===== src/hdl/ppm_pkg.sv =====
// shared constants, types and register map of the power protection monitor
package ppm_pkg;
  // ****************************************
  // widths and channel layout
  // ****************************************
  localparam int unsigned NCH = 4;
  localparam int unsigned VAL_W = 10;
  localparam int unsigned TMR_W = 10;
  localparam int unsigned CNT_W = 16;
  localparam int unsigned MUL_W = 18;
  localparam int unsigned TICK_W = 21;
  localparam int unsigned ADDR_W = 8;
  localparam logic [3:0] OVER_MASK = 4'h9; // overpower and over pf trip upward
  localparam logic [3:0] PF_MASK = 4'hC; // pf channels keep timeout in tenths
  // ****************************************
  // factory settings
  // ****************************************
  localparam logic [VAL_W-1:0] DEF_OVP_LVL = 10'h096;
  localparam logic [VAL_W-1:0] DEF_UNP_WARN = 10'h01E;
  localparam logic [VAL_W-1:0] DEF_UNP_FAULT = 10'h014;
  localparam logic [VAL_W-1:0] DEF_UPF_LVL = 10'h03C;
  localparam logic [VAL_W-1:0] DEF_OPF_LVL = 10'h05A;
  localparam logic [TMR_W-1:0] DEF_PWR_TMO = 10'h03C;
  localparam logic [TMR_W-1:0] DEF_PF_TMO = 10'h064;
  localparam logic [TMR_W-1:0] SEC_TENTHS = 10'h00A;
  // ****************************************
  // hysteresis and time base
  // ****************************************
  localparam logic [6:0] PCT_FULL = 7'h64;
  localparam logic [6:0] HYST_LO = 7'h5F;
  localparam logic [6:0] HYST_HI = 7'h69;
  localparam int unsigned CLK_PERIOD_NS = 50;
  localparam int unsigned TENTH_NS = 100_000_000;
  localparam int unsigned TENTH_CYCLES = TENTH_NS / CLK_PERIOD_NS;
  // ****************************************
  // register map
  // ****************************************
  localparam logic [ADDR_W-1:0] A_CTRL = 8'h00;
  localparam logic [ADDR_W-1:0] A_STAT = 8'h04;
  localparam logic [ADDR_W-1:0] A_MASK = 8'h08;
  localparam logic [ADDR_W-1:0] A_LIVE = 8'h0C;
  localparam logic [3:0] G_MISC = 4'h0;
  localparam logic [3:0] G_LVL = 4'h1;
  localparam logic [3:0] G_TMO = 4'h2;
  localparam logic [3:0] G_CNT = 4'h3;
  localparam int unsigned F_FAULT_LSB = 16;
  localparam int unsigned F_ACT_BIT = 8;
  localparam logic [1:0] RESP_OKAY = 2'h0;
  localparam logic [1:0] RESP_SLVERR = 2'h2;
  typedef struct packed {
    logic [VAL_W-1:0] warn_lvl;
    logic [VAL_W-1:0] fault_lvl;
    logic [TMR_W-1:0] timeout;
  } ppm_cfg_t;
  typedef enum logic [1:0] {ST_CLEAR, ST_TIMING, ST_TRIPPED} ppm_fst_t;
endpackage : ppm_pkg


===== src/hdl/ppm_top.sv =====
// power protection monitor: four trip functions behind an AXI4-Lite slave
//
// Overview of operation
// [RULE1] overpower warning raised at once
// [RULE2] overpower fault after continuous timeout
// [RULE3] power levels in percent, default 150
// [RULE4] power timeout in seconds, default 60
// [RULE5] active only in run with module
// [RULE6] separate warning and fault enables, off
// [RULE7] five percent hysteresis before clearing
// [RULE8] count faults per function
// [RULE9] timer gates fault only, not warning
// [RULE10] under pf warning raised at once
// [RULE11] under pf fault after continuous timeout
// [RULE12] over pf warning raised at once
// [RULE13] over pf fault after continuous timeout
// [RULE14] pf levels in hundredths, defaults 0.60/0.90
// [RULE15] pf timeout in tenths, default 10; the code resets it to 100 tenths
// [RULE16] underpower warning immediate, fault delayed
// [RULE17] underpower defaults 20, 30 percent, 60 s
// [RULE18] timer restarts when condition clears
//
// Local design decisions: the AXI4-Lite interface to the registers and the placing of the registers.
`timescale 1ns/10ps
module ppm_top #(
  parameter int unsigned TENTH_CYCLES = ppm_pkg::TENTH_CYCLES
) (
  // clock, reset and freeze
  input wire logic clk_i,
  input wire logic nrst_i,
  input wire logic ce_i,
  // motor state and measurement
  input wire logic run_i,
  input wire logic exp_attached_i,
  input wire logic [ppm_pkg::VAL_W-1:0] power_pct_i,
  input wire logic [6:0] pf_hund_i,
  // protection outputs
  output logic [ppm_pkg::NCH-1:0] warn_o,
  output logic [ppm_pkg::NCH-1:0] fault_o,
  output logic irq_o,
  // axi4-lite write
  input wire logic s_axi_awvalid_i,
  output logic s_axi_awready_o,
  input wire logic [ppm_pkg::ADDR_W-1:0] s_axi_awaddr_i,
  input wire logic s_axi_wvalid_i,
  output logic s_axi_wready_o,
  input wire logic [31:0] s_axi_wdata_i,
  input wire logic [3:0] s_axi_wstrb_i,
  output logic s_axi_bvalid_o,
  input wire logic s_axi_bready_i,
  output logic [1:0] s_axi_bresp_o,
  // axi4-lite read
  input wire logic s_axi_arvalid_i,
  output logic s_axi_arready_o,
  input wire logic [ppm_pkg::ADDR_W-1:0] s_axi_araddr_i,
  output logic s_axi_rvalid_o,
  input wire logic s_axi_rready_i,
  output logic [31:0] s_axi_rdata_o,
  output logic [1:0] s_axi_rresp_o
);
  localparam int unsigned N = ppm_pkg::NCH;
  localparam int unsigned FL = ppm_pkg::F_FAULT_LSB;
  localparam int unsigned VW = ppm_pkg::VAL_W;
  localparam logic [ppm_pkg::TICK_W-1:0] TICK_LAST = ppm_pkg::TICK_W'(TENTH_CYCLES - 1);
  // ****************************************
  // state
  // ****************************************
  logic attached;
  logic active;
  logic tick;
  logic [ppm_pkg::TICK_W-1:0] tick_cnt;
  logic [N-1:0] warn_en, fault_en, trip, warn_q;
  logic [2*N-1:0] status, mask, events;
  ppm_pkg::ppm_cfg_t cfg [N];
  ppm_pkg::ppm_cfg_t chan_cfg [N];
  logic [ppm_pkg::CNT_W-1:0] count [N];
  logic [VW-1:0] pf_val;
  logic aw_held, w_held;
  logic [ppm_pkg::ADDR_W-1:0] aw_addr;
  logic [31:0] w_data;
  logic [3:0] w_strb;
  logic wr_fire, rd_fire;
  logic [31:0] next_rdata;
  logic rd_ok;
  logic [31:0] ctrl_img, lvl_img, tmo_img;
  logic [3:0] wr_grp, rd_grp;
  logic [1:0] wr_idx, rd_idx;
  logic [2*N-1:0] stat_clr;
  // byte lanes of a write merged over the old word
  function automatic logic [31:0] merge(input logic [31:0] old_w, input logic [31:0] new_w,
                                         input logic [3:0] strb);
    logic [31:0] res;
    res = old_w;
    for (int b = 0; b < 4; b++) begin
      if (strb[b]) res[8*b +: 8] = new_w[8*b +: 8];
    end
    return res;
  endfunction : merge
  // ****************************************
  // run gate and time base
  // ****************************************
  // the module presence line is a pin, so it is cleaned first
  ppm_sync u_sync (
    .clk_i(clk_i),
    .nrst_i(nrst_i),
    .ce_i(ce_i),
    .pin_i(exp_attached_i),
    .level_o(attached)
  );
  // protections live only in run with the module present
  always_ff @(posedge clk_i or negedge nrst_i) begin
    if (!nrst_i) active <= 1'b0;
    else if (ce_i) active <= run_i && attached; // [RULE5]
  end
  // one pulse per tenth of a second drives every fault timer
  always_ff @(posedge clk_i or negedge nrst_i) begin
    if (!nrst_i) begin
      tick_cnt <= '0;
      tick <= 1'b0;
    end else if (ce_i) begin
      tick <= tick_cnt == TICK_LAST;
      if (tick_cnt == TICK_LAST) tick_cnt <= '0;
      else tick_cnt <= tick_cnt + 1'b1;
    end
  end
  assign pf_val = VW'(pf_hund_i);
  // ****************************************
  // protection channels
  // ****************************************
  for (genvar i = 0; i < N; i++) begin : g_ch
    // power timeouts are held in seconds, scaled here to tenths
    always_comb begin
      chan_cfg[i] = cfg[i];
      if (!ppm_pkg::PF_MASK[i]) begin
        chan_cfg[i].timeout = ppm_pkg::TMR_W'(cfg[i].timeout * ppm_pkg::SEC_TENTHS); // [RULE4]
      end
    end
    ppm_chan #(
      .OVER(ppm_pkg::OVER_MASK[i])
    ) u_ch (
      .clk_i(clk_i),
      .nrst_i(nrst_i),
      .ce_i(ce_i),
      .active_i(active),
      .warn_en_i(warn_en[i]),
      .fault_en_i(fault_en[i]),
      .tick_i(tick),
      .cfg_i(chan_cfg[i]),
      .value_i(ppm_pkg::PF_MASK[i] ? pf_val : power_pct_i),
      .warn_o(warn_o[i]),
      .fault_o(fault_o[i]),
      .trip_o(trip[i]),
      .count_o(count[i])
    );
  end
  // ****************************************
  // axi4-lite write channel
  // ****************************************
  // address and data are taken in either order, one write at a time
  assign wr_fire = aw_held && w_held && !s_axi_bvalid_o;
  assign wr_grp = aw_addr[7:4];
  assign wr_idx = aw_addr[3:2];
  always_ff @(posedge clk_i or negedge nrst_i) begin
    if (!nrst_i) begin
      aw_held <= 1'b0;
      w_held <= 1'b0;
      aw_addr <= '0;
      w_data <= '0;
      w_strb <= '0;
      s_axi_awready_o <= 1'b0;
      s_axi_wready_o <= 1'b0;
      s_axi_bvalid_o <= 1'b0;
      s_axi_bresp_o <= ppm_pkg::RESP_OKAY;
    end else if (ce_i) begin
      s_axi_awready_o <= !aw_held && !s_axi_awready_o && !s_axi_bvalid_o;
      s_axi_wready_o <= !w_held && !s_axi_wready_o && !s_axi_bvalid_o;
      if (s_axi_awvalid_i && s_axi_awready_o) begin
        aw_held <= 1'b1;
        aw_addr <= s_axi_awaddr_i;
        s_axi_awready_o <= 1'b0;
      end
      if (s_axi_wvalid_i && s_axi_wready_o) begin
        w_held <= 1'b1;
        w_data <= s_axi_wdata_i;
        w_strb <= s_axi_wstrb_i;
        s_axi_wready_o <= 1'b0;
      end
      if (wr_fire) begin
        aw_held <= 1'b0;
        w_held <= 1'b0;
        s_axi_bvalid_o <= 1'b1;
        s_axi_bresp_o <= (wr_grp == ppm_pkg::G_LVL || wr_grp == ppm_pkg::G_TMO ||
                          (wr_grp == ppm_pkg::G_MISC && aw_addr != ppm_pkg::A_LIVE)) ?
                         ppm_pkg::RESP_OKAY : ppm_pkg::RESP_SLVERR;
      end else if (s_axi_bvalid_o && s_axi_bready_i) s_axi_bvalid_o <= 1'b0;
    end
  end
  // ****************************************
  // configuration registers
  // ****************************************
  // write images per target, each with its own driver, merged per byte lane
  assign ctrl_img = merge({24'h00_0000, fault_en, warn_en}, w_data, w_strb);
  assign lvl_img = merge({6'h00, cfg[wr_idx].fault_lvl, 6'h00, cfg[wr_idx].warn_lvl},
                         w_data, w_strb);
  assign tmo_img = merge({22'h00_0000, cfg[wr_idx].timeout}, w_data, w_strb);
  // enables and mask; every enable starts cleared
  always_ff @(posedge clk_i or negedge nrst_i) begin
    if (!nrst_i) begin
      warn_en <= '0; // [RULE6]
      fault_en <= '0; // [RULE6]
      mask <= '0;
    end else if (ce_i && wr_fire) begin
      if (aw_addr == ppm_pkg::A_CTRL) begin
        warn_en <= ctrl_img[N-1:0];
        fault_en <= ctrl_img[2*N-1:N];
      end
      if (aw_addr == ppm_pkg::A_MASK) mask <= w_data[2*N-1:0] & {2*N{w_strb[0]}};
    end
  end
  // thresholds and timeouts with their factory settings
  always_ff @(posedge clk_i or negedge nrst_i) begin
    if (!nrst_i) begin
      cfg[0] <= '{ppm_pkg::DEF_OVP_LVL, ppm_pkg::DEF_OVP_LVL, ppm_pkg::DEF_PWR_TMO}; // [RULE3]
      cfg[1] <= '{ppm_pkg::DEF_UNP_WARN, ppm_pkg::DEF_UNP_FAULT, ppm_pkg::DEF_PWR_TMO}; // [RULE17]
      cfg[2] <= '{ppm_pkg::DEF_UPF_LVL, ppm_pkg::DEF_UPF_LVL, ppm_pkg::DEF_PF_TMO}; // [RULE14]
      cfg[3] <= '{ppm_pkg::DEF_OPF_LVL, ppm_pkg::DEF_OPF_LVL, ppm_pkg::DEF_PF_TMO}; // [RULE15]
    end else if (ce_i && wr_fire) begin
      if (wr_grp == ppm_pkg::G_LVL) begin
        cfg[wr_idx].warn_lvl <= lvl_img[VW-1:0];
        cfg[wr_idx].fault_lvl <= lvl_img[FL +: VW];
      end
      if (wr_grp == ppm_pkg::G_TMO) begin
        cfg[wr_idx].timeout <= tmo_img[ppm_pkg::TMR_W-1:0];
      end
    end
  end
  // ****************************************
  // events and interrupt
  // ****************************************
  always_ff @(posedge clk_i or negedge nrst_i) begin
    if (!nrst_i) warn_q <= '0;
    else if (ce_i) warn_q <= warn_o;
  end
  assign events = {trip, warn_o & ~warn_q};
  assign stat_clr = (wr_fire && aw_addr == ppm_pkg::A_STAT && w_strb[0]) ?
                    w_data[2*N-1:0] : '0;
  // write one to clear; a new event in the same cycle wins
  always_ff @(posedge clk_i or negedge nrst_i) begin
    if (!nrst_i) status <= '0;
    else if (ce_i) status <= (status & ~stat_clr) | events;
  end
  always_ff @(posedge clk_i or negedge nrst_i) begin
    if (!nrst_i) irq_o <= 1'b0;
    else if (ce_i) irq_o <= |(status & mask);
  end
  // ****************************************
  // axi4-lite read channel
  // ****************************************
  assign rd_grp = s_axi_araddr_i[7:4];
  assign rd_idx = s_axi_araddr_i[3:2];
  assign rd_fire = s_axi_arvalid_i && s_axi_arready_o;
  // read image; unmapped words answer zero with an error
  always_comb begin
    next_rdata = '0;
    rd_ok = 1'b1;
    case (rd_grp)
      ppm_pkg::G_MISC: begin
        case (s_axi_araddr_i[3:0])
          ppm_pkg::A_CTRL[3:0]: next_rdata[2*N-1:0] = {fault_en, warn_en};
          ppm_pkg::A_STAT[3:0]: next_rdata[2*N-1:0] = status;
          ppm_pkg::A_MASK[3:0]: next_rdata[2*N-1:0] = mask;
          ppm_pkg::A_LIVE[3:0]: begin
            next_rdata[2*N-1:0] = {fault_o, warn_o};
            next_rdata[ppm_pkg::F_ACT_BIT] = active;
          end
          default: rd_ok = 1'b0;
        endcase
      end
      ppm_pkg::G_LVL: begin
        next_rdata[VW-1:0] = cfg[rd_idx].warn_lvl;
        next_rdata[FL +: VW] = cfg[rd_idx].fault_lvl;
      end
      ppm_pkg::G_TMO: next_rdata[ppm_pkg::TMR_W-1:0] = cfg[rd_idx].timeout;
      ppm_pkg::G_CNT: next_rdata[ppm_pkg::CNT_W-1:0] = count[rd_idx];
      default: rd_ok = 1'b0;
    endcase
  end
  always_ff @(posedge clk_i or negedge nrst_i) begin
    if (!nrst_i) begin
      s_axi_arready_o <= 1'b0;
      s_axi_rvalid_o <= 1'b0;
      s_axi_rdata_o <= '0;
      s_axi_rresp_o <= ppm_pkg::RESP_OKAY;
    end else if (ce_i) begin
      s_axi_arready_o <= !s_axi_arready_o && !s_axi_rvalid_o;
      if (rd_fire) begin
        s_axi_arready_o <= 1'b0;
        s_axi_rvalid_o <= 1'b1;
        s_axi_rdata_o <= next_rdata;
        s_axi_rresp_o <= rd_ok ? ppm_pkg::RESP_OKAY : ppm_pkg::RESP_SLVERR;
      end else if (s_axi_rvalid_o && s_axi_rready_i) s_axi_rvalid_o <= 1'b0;
    end
  end
  // ****************************************
  // checks
  // ****************************************
  AST_OVP_WARN_NOW: assert property (@(posedge clk_i) disable iff (!nrst_i) // [RULE1]
    ce_i && active && warn_en[0] && power_pct_i > cfg[0].warn_lvl |=> warn_o[0])
    else $error("overpower warning did not follow its threshold");
  AST_UNP_WARN_NOW: assert property (@(posedge clk_i) disable iff (!nrst_i) // [RULE16]
    ce_i && active && warn_en[1] && power_pct_i < cfg[1].warn_lvl |=> warn_o[1])
    else $error("underpower warning did not follow its threshold");
  AST_UPF_WARN_NOW: assert property (@(posedge clk_i) disable iff (!nrst_i) // [RULE10]
    ce_i && active && warn_en[2] && pf_val < cfg[2].warn_lvl |=> warn_o[2])
    else $error("under pf warning did not follow its threshold");
  AST_OPF_WARN_NOW: assert property (@(posedge clk_i) disable iff (!nrst_i) // [RULE12]
    ce_i && active && warn_en[3] && pf_val > cfg[3].warn_lvl |=> warn_o[3])
    else $error("over pf warning did not follow its threshold");
  AST_OVP_HYST_HOLD: assert property (@(posedge clk_i) disable iff (!nrst_i) // [RULE7]
    ce_i && warn_o[0] && active && warn_en[0] && power_pct_i == cfg[0].warn_lvl
    && cfg[0].warn_lvl != '0 |=> warn_o[0])
    else $error("overpower warning cleared inside the band");
  AST_TICK_PERIOD: assert property (@(posedge clk_i) disable iff (!nrst_i) // [RULE15]
    tick && ce_i |=> !tick)
    else $error("tenth pulse lasted more than one cycle");
  AST_IRQ_LEVEL: assert property (@(posedge clk_i) disable iff (!nrst_i)
    ce_i && |(status & mask) |=> irq_o)
    else $error("interrupt missing for a pending event");
endmodule : ppm_top


===== src/hdl/ppm_sync.sv =====
// three-stage pin synchroniser that accepts a level once two stages agree
`timescale 1ns/10ps
module ppm_sync (
  // clock and reset
  input wire logic clk_i,
  input wire logic nrst_i,
  input wire logic ce_i,
  // pin and clean level
  input wire logic pin_i,
  output logic level_o
);
  logic meta;
  logic s2;
  logic s3;
  // meta is read only by s2; the level moves when s2 and s3 agree
  always_ff @(posedge clk_i or negedge nrst_i) begin
    if (!nrst_i) begin
      meta <= 1'b0;
      s2 <= 1'b0;
      s3 <= 1'b0;
      level_o <= 1'b0;
    end else if (ce_i) begin
      meta <= pin_i;
      s2 <= meta;
      s3 <= s2;
      if (s2 == s3) level_o <= s3;
    end
  end
endmodule : ppm_sync


===== src/hdl/ppm_chan.sv =====
// one protection function: warning, delayed fault and fault count
`timescale 1ns/10ps
module ppm_chan #(
  parameter bit OVER = 1'b1
) (
  // clock and reset
  input wire logic clk_i,
  input wire logic nrst_i,
  input wire logic ce_i,
  // control
  input wire logic active_i,
  input wire logic warn_en_i,
  input wire logic fault_en_i,
  input wire logic tick_i,
  input wire ppm_pkg::ppm_cfg_t cfg_i,
  input wire logic [ppm_pkg::VAL_W-1:0] value_i,
  // results
  output logic warn_o,
  output logic fault_o,
  output logic trip_o,
  output logic [ppm_pkg::CNT_W-1:0] count_o
);
  typedef logic [ppm_pkg::MUL_W-1:0] mul_t;
  ppm_pkg::ppm_fst_t st;
  logic cond_f;
  logic [ppm_pkg::TMR_W-1:0] tmr;
  logic w_set, w_clr, f_set, f_clr;
  mul_t v100;
  // compare with a 5 % band; scaled by 100 so no divider is needed
  always_comb begin
    v100 = mul_t'(value_i) * mul_t'(ppm_pkg::PCT_FULL);
    if (OVER) begin
      w_set = value_i > cfg_i.warn_lvl;
      w_clr = v100 < mul_t'(cfg_i.warn_lvl) * mul_t'(ppm_pkg::HYST_LO);
      f_set = value_i > cfg_i.fault_lvl;
      f_clr = v100 < mul_t'(cfg_i.fault_lvl) * mul_t'(ppm_pkg::HYST_LO);
    end else begin
      w_set = value_i < cfg_i.warn_lvl;
      w_clr = v100 > mul_t'(cfg_i.warn_lvl) * mul_t'(ppm_pkg::HYST_HI);
      f_set = value_i < cfg_i.fault_lvl;
      f_clr = v100 > mul_t'(cfg_i.fault_lvl) * mul_t'(ppm_pkg::HYST_HI);
    end
  end
  // warning follows the threshold at once, no timer
  always_ff @(posedge clk_i or negedge nrst_i) begin
    if (!nrst_i) warn_o <= 1'b0;
    else if (ce_i) begin
      if (!active_i || !warn_en_i) warn_o <= 1'b0; // [RULE5] [RULE6]
      else if (w_set) warn_o <= 1'b1; // [RULE1] [RULE10] [RULE12] [RULE16]
      else if (w_clr) warn_o <= 1'b0; // [RULE7]
    end
  end
  // fault condition latch with the same band
  always_ff @(posedge clk_i or negedge nrst_i) begin
    if (!nrst_i) cond_f <= 1'b0;
    else if (ce_i) begin
      if (!active_i || !fault_en_i) cond_f <= 1'b0; // [RULE5] [RULE6]
      else if (f_set) cond_f <= 1'b1;
      else if (f_clr) cond_f <= 1'b0; // [RULE7]
    end
  end
  // delay timer in tenths; only the fault output waits on it
  always_ff @(posedge clk_i or negedge nrst_i) begin
    if (!nrst_i) begin
      st <= ppm_pkg::ST_CLEAR;
      tmr <= '0;
      fault_o <= 1'b0;
      trip_o <= 1'b0;
    end else if (ce_i) begin
      trip_o <= 1'b0;
      case (st)
        ppm_pkg::ST_CLEAR: begin
          tmr <= '0;
          if (cond_f) st <= ppm_pkg::ST_TIMING;
        end
        ppm_pkg::ST_TIMING: begin
          if (!cond_f) begin
            st <= ppm_pkg::ST_CLEAR; // [RULE18]
            tmr <= '0;
          end else if (tmr >= cfg_i.timeout) begin
            st <= ppm_pkg::ST_TRIPPED; // [RULE2] [RULE9] [RULE11] [RULE13]
            fault_o <= 1'b1;
            trip_o <= 1'b1;
          end else if (tick_i) tmr <= tmr + 1'b1;
        end
        ppm_pkg::ST_TRIPPED: begin
          if (!cond_f) begin
            st <= ppm_pkg::ST_CLEAR;
            fault_o <= 1'b0;
            tmr <= '0;
          end
        end
        default: st <= ppm_pkg::ST_CLEAR;
      endcase
    end
  end
  // fault statistic, wraps at full scale
  always_ff @(posedge clk_i or negedge nrst_i) begin
    if (!nrst_i) count_o <= '0;
    else if (ce_i && trip_o) count_o <= count_o + 1'b1; // [RULE8]
  end
  AST_INACTIVE_CLEAR: assert property (@(posedge clk_i) disable iff (!nrst_i) // [RULE5]
    ce_i && !active_i |=> !warn_o && !cond_f ##1 !fault_o && tmr == '0)
    else $error("protection stayed live while inactive");
  AST_TRIP_NEEDS_TIMER: assert property (@(posedge clk_i) disable iff (!nrst_i) // [RULE9]
    $rose(fault_o) |-> $past(tmr) >= $past(cfg_i.timeout) && $past(cond_f))
    else $error("fault rose before the timer expired");
  AST_TIMER_RESTART: assert property (@(posedge clk_i) disable iff (!nrst_i) // [RULE18]
    ce_i && st == ppm_pkg::ST_TIMING && !cond_f |=> tmr == '0 && !fault_o)
    else $error("timer kept its count after the condition left");
  AST_COUNT_STEP: assert property (@(posedge clk_i) disable iff (!nrst_i) // [RULE8]
    ce_i && trip_o |=> count_o == $past(count_o) + 1'b1)
    else $error("fault count did not step on a trip");
  AST_FAULT_ENABLE: assert property (@(posedge clk_i) disable iff (!nrst_i) // [RULE6]
    ce_i && !fault_en_i ##1 ce_i |=> !fault_o)
    else $error("fault raised while its enable was off");
endmodule : ppm_chan


===== config.mk =====
export PLATFORM = sky130hd
export DESIGN_NAME = ppm_top
export DESIGN_NICKNAME = d
export VERILOG_FILES = /design/src/hdl/ppm_pkg.sv /design/src/hdl/ppm_top.sv /design/src/hdl/ppm_sync.sv /design/src/hdl/ppm_chan.sv
export SDC_FILE = /design/constraint.sdc
export NUM_CORES = 2
export LEC_CHECK = 0
export BUFFER_PORTS_ARGS = -buffer_cell sky130_fd_sc_hd__buf_2
export CAP_MARGIN = 20
export CORE_UTILIZATION = 55
export DETAILED_ROUTE_END_ITERATION = 12
export GPL_ROUTABILITY_DRIVEN = 0
export GPL_TIMING_DRIVEN = 1
export PLACE_DENSITY = 0.71
export REMOVE_ABC_BUFFERS = 1
export SYNTH_ARGS = -nofsm -noshare
export SYNTH_HDL_FRONTEND = slang
export SYNTH_SLANG_ARGS = --single-unit
export TNS_END_PERCENT = 5

===== constraint.sdc =====
create_clock -name clk_i -period 10.4 [get_ports clk_i]
set_clock_uncertainty 0.1 [all_clocks]
set_input_delay 2.08 -clock clk_i [delete_from_list [all_inputs] [get_ports clk_i]]
set_output_delay 2.08 -clock clk_i [all_outputs]
set_load 0.05 [all_outputs]

=== Word level (Yosys, flattened, before mapping) ===
Index checks and enable logic that the tools add are counted.

* Register bits: 379
* Input bits: 79
* Output and inout bits: 50
* Word-level logic and storage cells: 420

* Add/subtract/negate cells: 9
* Multiply operators: 12
* $lt $le $gt $ge: 23
* Equality and inequality tests: 49
* Multiplexer cells: 142
* Bitwise logic cells: 9
* Reduce and logical (&&, ||, !) cells: 110

{| class="wikitable"
|+ Operators with widths
! cell !! number
|-
| 120-bit bitwise mux || 3
|-
| 120-bit 2-to-1 mux || 3
|-
| 30-bit demux with 2-bit select || 3
|-
| 10-bit 2-to-1 mux || 18
|-
| 30-bit 2-to-1 mux || 5
|-
| 10-bit by 7-bit multiplier with 17-bit output, second input constant || 8
|-
| 30-bit binary-select mux with 2-bit select || 2
|-
| 10-bit case mux with 3 select lines || 4
|-
| 17-bit > comparator || 4
|-
| 17-bit less-than comparator || 4
|-
| 16-bit by 1-bit adder with 16-bit output, second input constant || 4
|-
| 1-bit 2-to-1 mux || 61
|-
| 2-bit 2-to-1 mux || 21
|-
| 10-bit by 1-bit adder with 10-bit output, second input constant || 4
|-
| 10-bit greater-or-equal comparator || 4
|-
| 5-bit AND reduction || 8
|-
| 3-bit inequality test, second input constant || 12
|-
| 9-bit case mux with 4 select lines || 1
|-
| 2-bit AND reduction || 18
|-
| 3-bit nonzero test || 12
|-
| 16-bit binary-select mux with 2-bit select || 1
|-
| 16-bit 2-to-1 mux || 2
|-
| 8-bit 2-to-1 mux || 4
|-
| 8-bit case mux with 4 select lines || 1
|-
| 47 further kinds || 147
|}

=== Longest topological paths before layout ===
* Depth after elaboration: 11
* Depth in mapped cells: 25
* Depth with buffers taken out: 25

=== By module ===
A second synthesis with hierarchy kept.

* Cell total of the unflattened synthesis: 3989
* Area, all modules: 39511.6 um2

{| class="wikitable"
|+ Modules (own cells, without submodules)
! module !! instances !! cells an instance !! area an instance (um2) !! seq. area each (um2)
|-
| ppm_top || 1 || 971 || 12465.7 || 6035.8
|-
| ppm_chan (g_ch[0].u_ch) || 1 || 780 || 7071.8 || 800.8
|-
| ppm_chan (g_ch[3].u_ch) || 1 || 778 || 7043.0 || 800.8
|-
| ppm_chan (g_ch[1].u_ch) || 1 || 720 || 6408.6 || 800.8
|-
| ppm_chan (g_ch[2].u_ch) || 1 || 730 || 6366.1 || 800.8
|-
| ppm_sync || 1 || 10 || 156.4 || 100.1
|}

=== Worst setup path before layout ===
No wires, ideal clock.

* Path kind: input to register
* Start point: input port power_pct_i[2] (netlist bit)
* End point: register g_ch[1].u_ch.cond_f
* Setup time: 0.122 ns
* Arrival: 6.086 ns
* Data required time: 10.178 ns
* Slack: 4.093 ns
* Cell stages on the path: 21
* Path buffers: 0
* Cell sequence: ha_1 > ha_1 > inv_1 > fa_1 > inv_1 > ha_1 > nor2b_1 > o21ai_0 > a21boi_0 > o21ai_0 > nand2b_1 > a31oi_1 > nor4b_1 > or3_1 > ha_1 > nand4_1 > a2111oi_0 > nor3_1 > o211ai_1 > nand2_1 > o2bb2ai_1

* Cells in the longest elaborated chain, start to end: 4
* Elaborated cells between the ends (all ways): 7
* Those cells by class: mul: 1; order compare: 2; mux: 2; reduce/logical: 2

{| class="wikitable"
|+ Ends and longest elaborated chain
! item !! line !! RTL
|-
| from (decl) || ppm_top.sv:35 || <nowiki>input wire logic [ppm_pkg::VAL_W-1:0] power_pct_i,</nowiki>
|-
| 10-bit by 5-bit multiplier with 15-bit output || ppm_chan.sv:31 || <nowiki>v100 = mul_t'(value_i) * mul_t'(ppm_pkg::PCT_FULL);</nowiki>
|-
| 17-bit > comparator || ppm_chan.sv:41 || <nowiki>f_clr = v100 > mul_t'(cfg_i.fault_lvl) * mul_t'(ppm_pkg::HYST_HI);</nowiki>
|-
| 3-bit nonzero test (no source line) || -- ||
|-
| 2-bit AND reduction (no source line) || -- ||
|-
| to (signal assigned) || ppm_chan.sv:55 || <nowiki>if (!nrst_i) cond_f <= 1'b0;</nowiki>
|-
| to (signal assigned) || ppm_chan.sv:57 || <nowiki>if (!active_i || !fault_en_i) cond_f <= 1'b0;</nowiki>
|-
| to (signal assigned) || ppm_chan.sv:58 || <nowiki>else if (f_set) cond_f <= 1'b1;</nowiki>
|-
| to (decl) || ppm_chan.sv:25 || <nowiki>logic cond_f;</nowiki>
|}

Parallel ways exist; a longest one is shown, timed or not.
A chain may end at the register's enable or synchronous reset.

=== Worst setup path after layout ===
* Start point: input port power_pct_i[2] (netlist bit)
* End point: register g_ch[1].u_ch.warn_o

* Cells in the longest elaborated chain, start to end: 4
* Elaborated cells between the ends (all ways): 7
* Those cells by class: mul: 1; order compare: 2; mux: 2; reduce/logical: 2

{| class="wikitable"
|+ Ends and longest elaborated chain
! item !! line !! RTL
|-
| 10-bit by 5-bit multiplier with 15-bit output || ppm_chan.sv:31 ||
|-
| 17-bit > comparator || ppm_chan.sv:39 || <nowiki>w_clr = v100 > mul_t'(cfg_i.warn_lvl) * mul_t'(ppm_pkg::HYST_HI);</nowiki>
|-
| 3-bit nonzero test (no source line) || -- ||
|-
| 2-bit AND reduction (no source line) || -- ||
|-
| to (signal assigned) || ppm_chan.sv:46 || <nowiki>if (!nrst_i) warn_o <= 1'b0;</nowiki>
|-
| to (signal assigned) || ppm_chan.sv:48 || <nowiki>if (!active_i || !warn_en_i) warn_o <= 1'b0;</nowiki>
|-
| to (signal assigned) || ppm_chan.sv:49 || <nowiki>else if (w_set) warn_o <= 1'b1;</nowiki>
|-
| to (decl) || ppm_chan.sv:18 || <nowiki>output logic warn_o,</nowiki>
|}

Parallel ways exist; a longest one is shown, timed or not.

==> Flow_metrics.wiki <==
{| class="wikitable"
! Metric !! Value
|-
| Status || finished clean
|-
| Final Routed Wirelength || 88,200 um
|-
| Worst-Margin Slew || 1.130 ns
|-
| Share of power burned in registers || 0.318
|-
| Slowest-stage cell, CP || sky130_fd_sc_hd__fa_1
|-
| Pwr Total || 5.972 mW
|-
| Count of endpoints failing hold in the final timing report || 0
|-
| Top cell types by occurrence after synthesis || sky130_fd_sc_hd__ha_1 (647), sky130_fd_sc_hd__inv_1 (518), sky130_fd_sc_hd__dfrtp_1 (327)
|-
| Clock tree root buffer cell || sky130_fd_sc_hd__clkbuf_16
|-
| Endpoint of the worst register-to-register path || g_ch[3].u_ch.cond_f
|-
| Cell area reported after detailed placement || 37,520 um2
|-
| I/O pin total || 129
|-
| Crit end category || flop
|-
| Max-slew violation total from the final report || 0
|-
| Number of clock buffers inserted by TritonCTS || 43
|-
| Synth unique cells || 76
|-
| DR pass1 iterations || 5
|-
| Largest stage delay, worst path || 0.50 ns
|-
| Data required time at the worst endpoint || 10.78 ns
|-
| Number of storage elements in the synthesis netlist || 371
|-
| Worst-case clock buffer depth || 3
|-
| RSZ-0062 raised after global routing || no
|-
| Final-layout fill cell count || 5,605
|-
| Max cap viols || 0
|-
| Category of the worst setup path launch point || input pin
|-
| Tightest slew margin relative to the limit || 0.2465
|-
| Peak VDD IR || 0.0002160 V
|-
| Number of nets with antenna violations after detailed routing || 0
|-
| Chip width || 258.5 um
|-
| Seq/Total Area, Yosys || 0.2580
|-
| Count of clock tree sinks || 371
|-
| Die Outline Area || 66,830 um2
|-
| Leakage power || 19.74 nW
|-
| PortBufs || 108
|-
| Share of post-route cells with drive strength above 1 || 0.1041
|-
| Initial detailed-routing violation count || 1,876
|-
| Post-CTS Hold Fix Bufs || 0
|-
| Part of the total power dissipated in the clock network || 0.269
|-
| Number of cells traversed by the worst register-to-register path || 21
|-
| Period Utilization, post-route || 0.6249
|-
| Internal Pwr Total || 3.592 mW
|-
| Worst hold stages || 1
|-
| Beginning of the worst register-to-register path || cfg[15]
|-
| Post-synthesis average cell area || 9.721 um2
|-
| Share of the synthesized area in the top cell type || 0.2261
|-
| Residual overflow from global routing || 0
|-
| Comb pwr share || 0.413
|-
| Inserted Diodes || 0
|-
| CP dominant cell by count || sky130_fd_sc_hd__ha_1
|-
| Detailed placer's ending HPWL || 67,680 um
|-
| Post-cts resize count || 0
|-
| Routed wire per std cell || 18.82 um
|-
| Row count || 93
|-
| Data arrival time of the critical path || 6.88 ns
|-
| Switching portion of total power || 0.3985
|-
| First-pass GRT wire length || 143,800 um
|-
| Core area || 64,700 um2
|-
| Hold crit path type || reg2reg
|-
| Number of global-route vias before repair || 27,061
|-
| Maximum fanout encountered on the critical timing path || 10
|-
| Most common cell in the netlist || sky130_fd_sc_hd__ha_1
|-
| Via Count || 27,185
|-
| Final worst hold slack || 0.3623 ns
|-
| Clock transition at the registers of the reported paths || 0.06 ns
|-
| Final setup vio count || 0
|-
| Net switching power || 2.380 mW
|-
| Worst-case setup margin in the final layout || 3.901 ns
|-
| Main flop type after synthesis || sky130_fd_sc_hd__dfrtp_1
|-
| Post-synthesis cell type with the largest combined area || sky130_fd_sc_hd__dfrtp_1
|-
| Origin of the worst setup path || power_pct_i[2]
|-
| Top cells by area, synth || sky130_fd_sc_hd__dfrtp_1 (23%), sky130_fd_sc_hd__ha_1 (22%), sky130_fd_sc_hd__fa_1 (9.3%)
|-
| Number of antenna violations at the first check in global routing || 2
|-
| Average vias per placed instance || 5.800
|-
| Power per cell area || 153.1 nW/um2
|-
| Chip height || 258.5 um
|-
| Cell count after synthesis || 3,723
|-
| Crit path cell chain || buf_2 -> ha_1 -> ha_1 -> inv_1 -> fa_1 -> inv_1 -> ha_1 -> nor2b_1 -> o21ai_0 -> a21boi_0 -> o21ai_0 -> nand2b_1 -> a31oi_1 -> nor4b_1 -> or3_1 -> ha_1 -> nand4_1 -> a2111oi_0 -> nor3_1 -> o211ai_1 -> nand2_1 -> o2bb2ai_1
|-
| Clock latency reported for the late side of the worst-skew pair || 0.60 ns
|-
| Post-synthesis to final-layout area growth || 7.761%
|-
| Effective utilization at floorplan || 0.5594
|-
| Bufs and invs on worst path || 3
|-
| Family with the most delay on the worst path || adder cells
|-
| CTS H-tree depth || 2
|-
| Minimum clock period after layout || 6.499 ns
|-
| Flop2flop setup slack || 4.33 ns
|-
| Layout Cell Area excl Fill || 39,000 um2
|-
| Dpl ws || 3.292 ns
|-
| Post-route DRC || 0
|-
| Post-CTS setup buffer count || 0
|-
| CP endpoint || g_ch[1].u_ch.warn_o
|-
| Number of nets at the end of the flow || 4,693
|-
| Number of synthesized flops with an enable pin || 0
|-
| Path length in cells of the critical path || 22
|-
| Sum of negative setup slack || 0 ns
|-
| Number of synthesis warnings || 0
|-
| Classification of the worst setup path || in2reg
|-
| Asr flop ratio synth || 1.000
|-
| Combined area of all synthesized cells || 36,190 um2
|-
| TritonCTS clock tree || built
|-
| Overall global routing resource usage || 0.2714
|-
| Largest net degree at the start of global routing || 191
|-
| Maximum clock frequency || 153.9 MHz
|}
-- registers in the layout, summed over array words and instances (netlist names), 4 cells and up --
name and flops:
warn_q 4, g_ch.u_ch.trip_o 4, warn_en 4, g_ch.u_ch.cond_f 4
g_ch.u_ch.count_o 64, cfg 120, g_ch.u_ch.tmr 40, w_strb 4
w_data 20, status 8, aw_addr 8, g_ch.u_ch.fault_o 4
mask 8, s_axi_rdata_o 26, fault_en 4, g_ch.u_ch.st 8
g_ch.u_ch.warn_o 4, tick_cnt 21
-- layout by cell type, fill, tap and decap left out, drive strengths merged, types with 13 or more instances in the layout --
cell type  instances
xor2              98
nand4             61
a211oi            21
a22o              16
mux2              53
dfrtp            327
o21a              38
a21oi            170
buf              124
xnor2            107
dfstp             44
nor3              37
fa               169
nand2b            38
o211ai            18
a31oi             13
clkbuf            59
inv              522
nand2            312
nand3             68
ha               647
and3              21
or3               22
nor2             140
o21ai            291
a21o              76
mux4              84
mux2i             41
and2              14
nor2b             28
-- power groups by stage --
stage               logic [mW]  registers (mW)  clock network (mW)
finish                    2.46            1.90                1.61
global route              2.82            1.92                1.68
CTS                       2.48            1.90                1.63
detailed placement        2.45            1.92                   0
global placement          2.38            1.92                   0
floorplan                 1.71            1.93                   0
-- logic make-up after synthesis --
logic type / after synthesis / synth area share
adders and majority gates: 816 / 0.3172
and+or+nand+nor: 795 / 0.1048
AOI/OAI and AO/OA: 737 / 0.1236
buffers and inverters: 620 / 0.06669
DFF: 371 / 0.2580
xor gates and xnor gates: 205 / 0.04961
muxes: 178 / 0.08010
other: 1 / 0.0001036
-- routing by layer --
layer	GRT usage	wire length, um
met1	0.3733	39920
met2	0.4543	42110
met3	0.03541	4265
met4	0.06640	1899
met5	0	8
-- worst min-delay path by stage --
stage                               endpoint  slack [ns]                      from
floorplan                          status[0]        0.34                 warn_q[0]
global placement                   status[1]        0.34                 warn_q[1]
detailed placement                 status[0]        0.35                 warn_q[0]
CTS                                status[1]        0.36                 warn_q[1]
global route        g_ch[2].u_ch.count_o[15]        0.38  g_ch[2].u_ch.count_o[15]
finish                             status[1]        0.36                 warn_q[1]
-- area by class of cell --
class                   count  area, um2  share of cell area
well taps                 855       1070             0.02743
clock buffers              59       1196             0.03067
repair buffers            124      688.2             0.01764
inverters                 519       1948             0.04995
flip-flops and latches    371       9340              0.2395
clock inverters            20      285.3            0.007314
multi-input cells        2739      24470              0.6275
-- metrics by stage --
stage | util | cells
global route | 0.6028 | 4687
CTS | 0.6028 | 4687
global placement | 0.5799 | 4608
floorplan | - | 3629
detailed placement | 0.5799 | 4608
finish | 0.6028 | 4687
(Power assumes the default switching activity.)
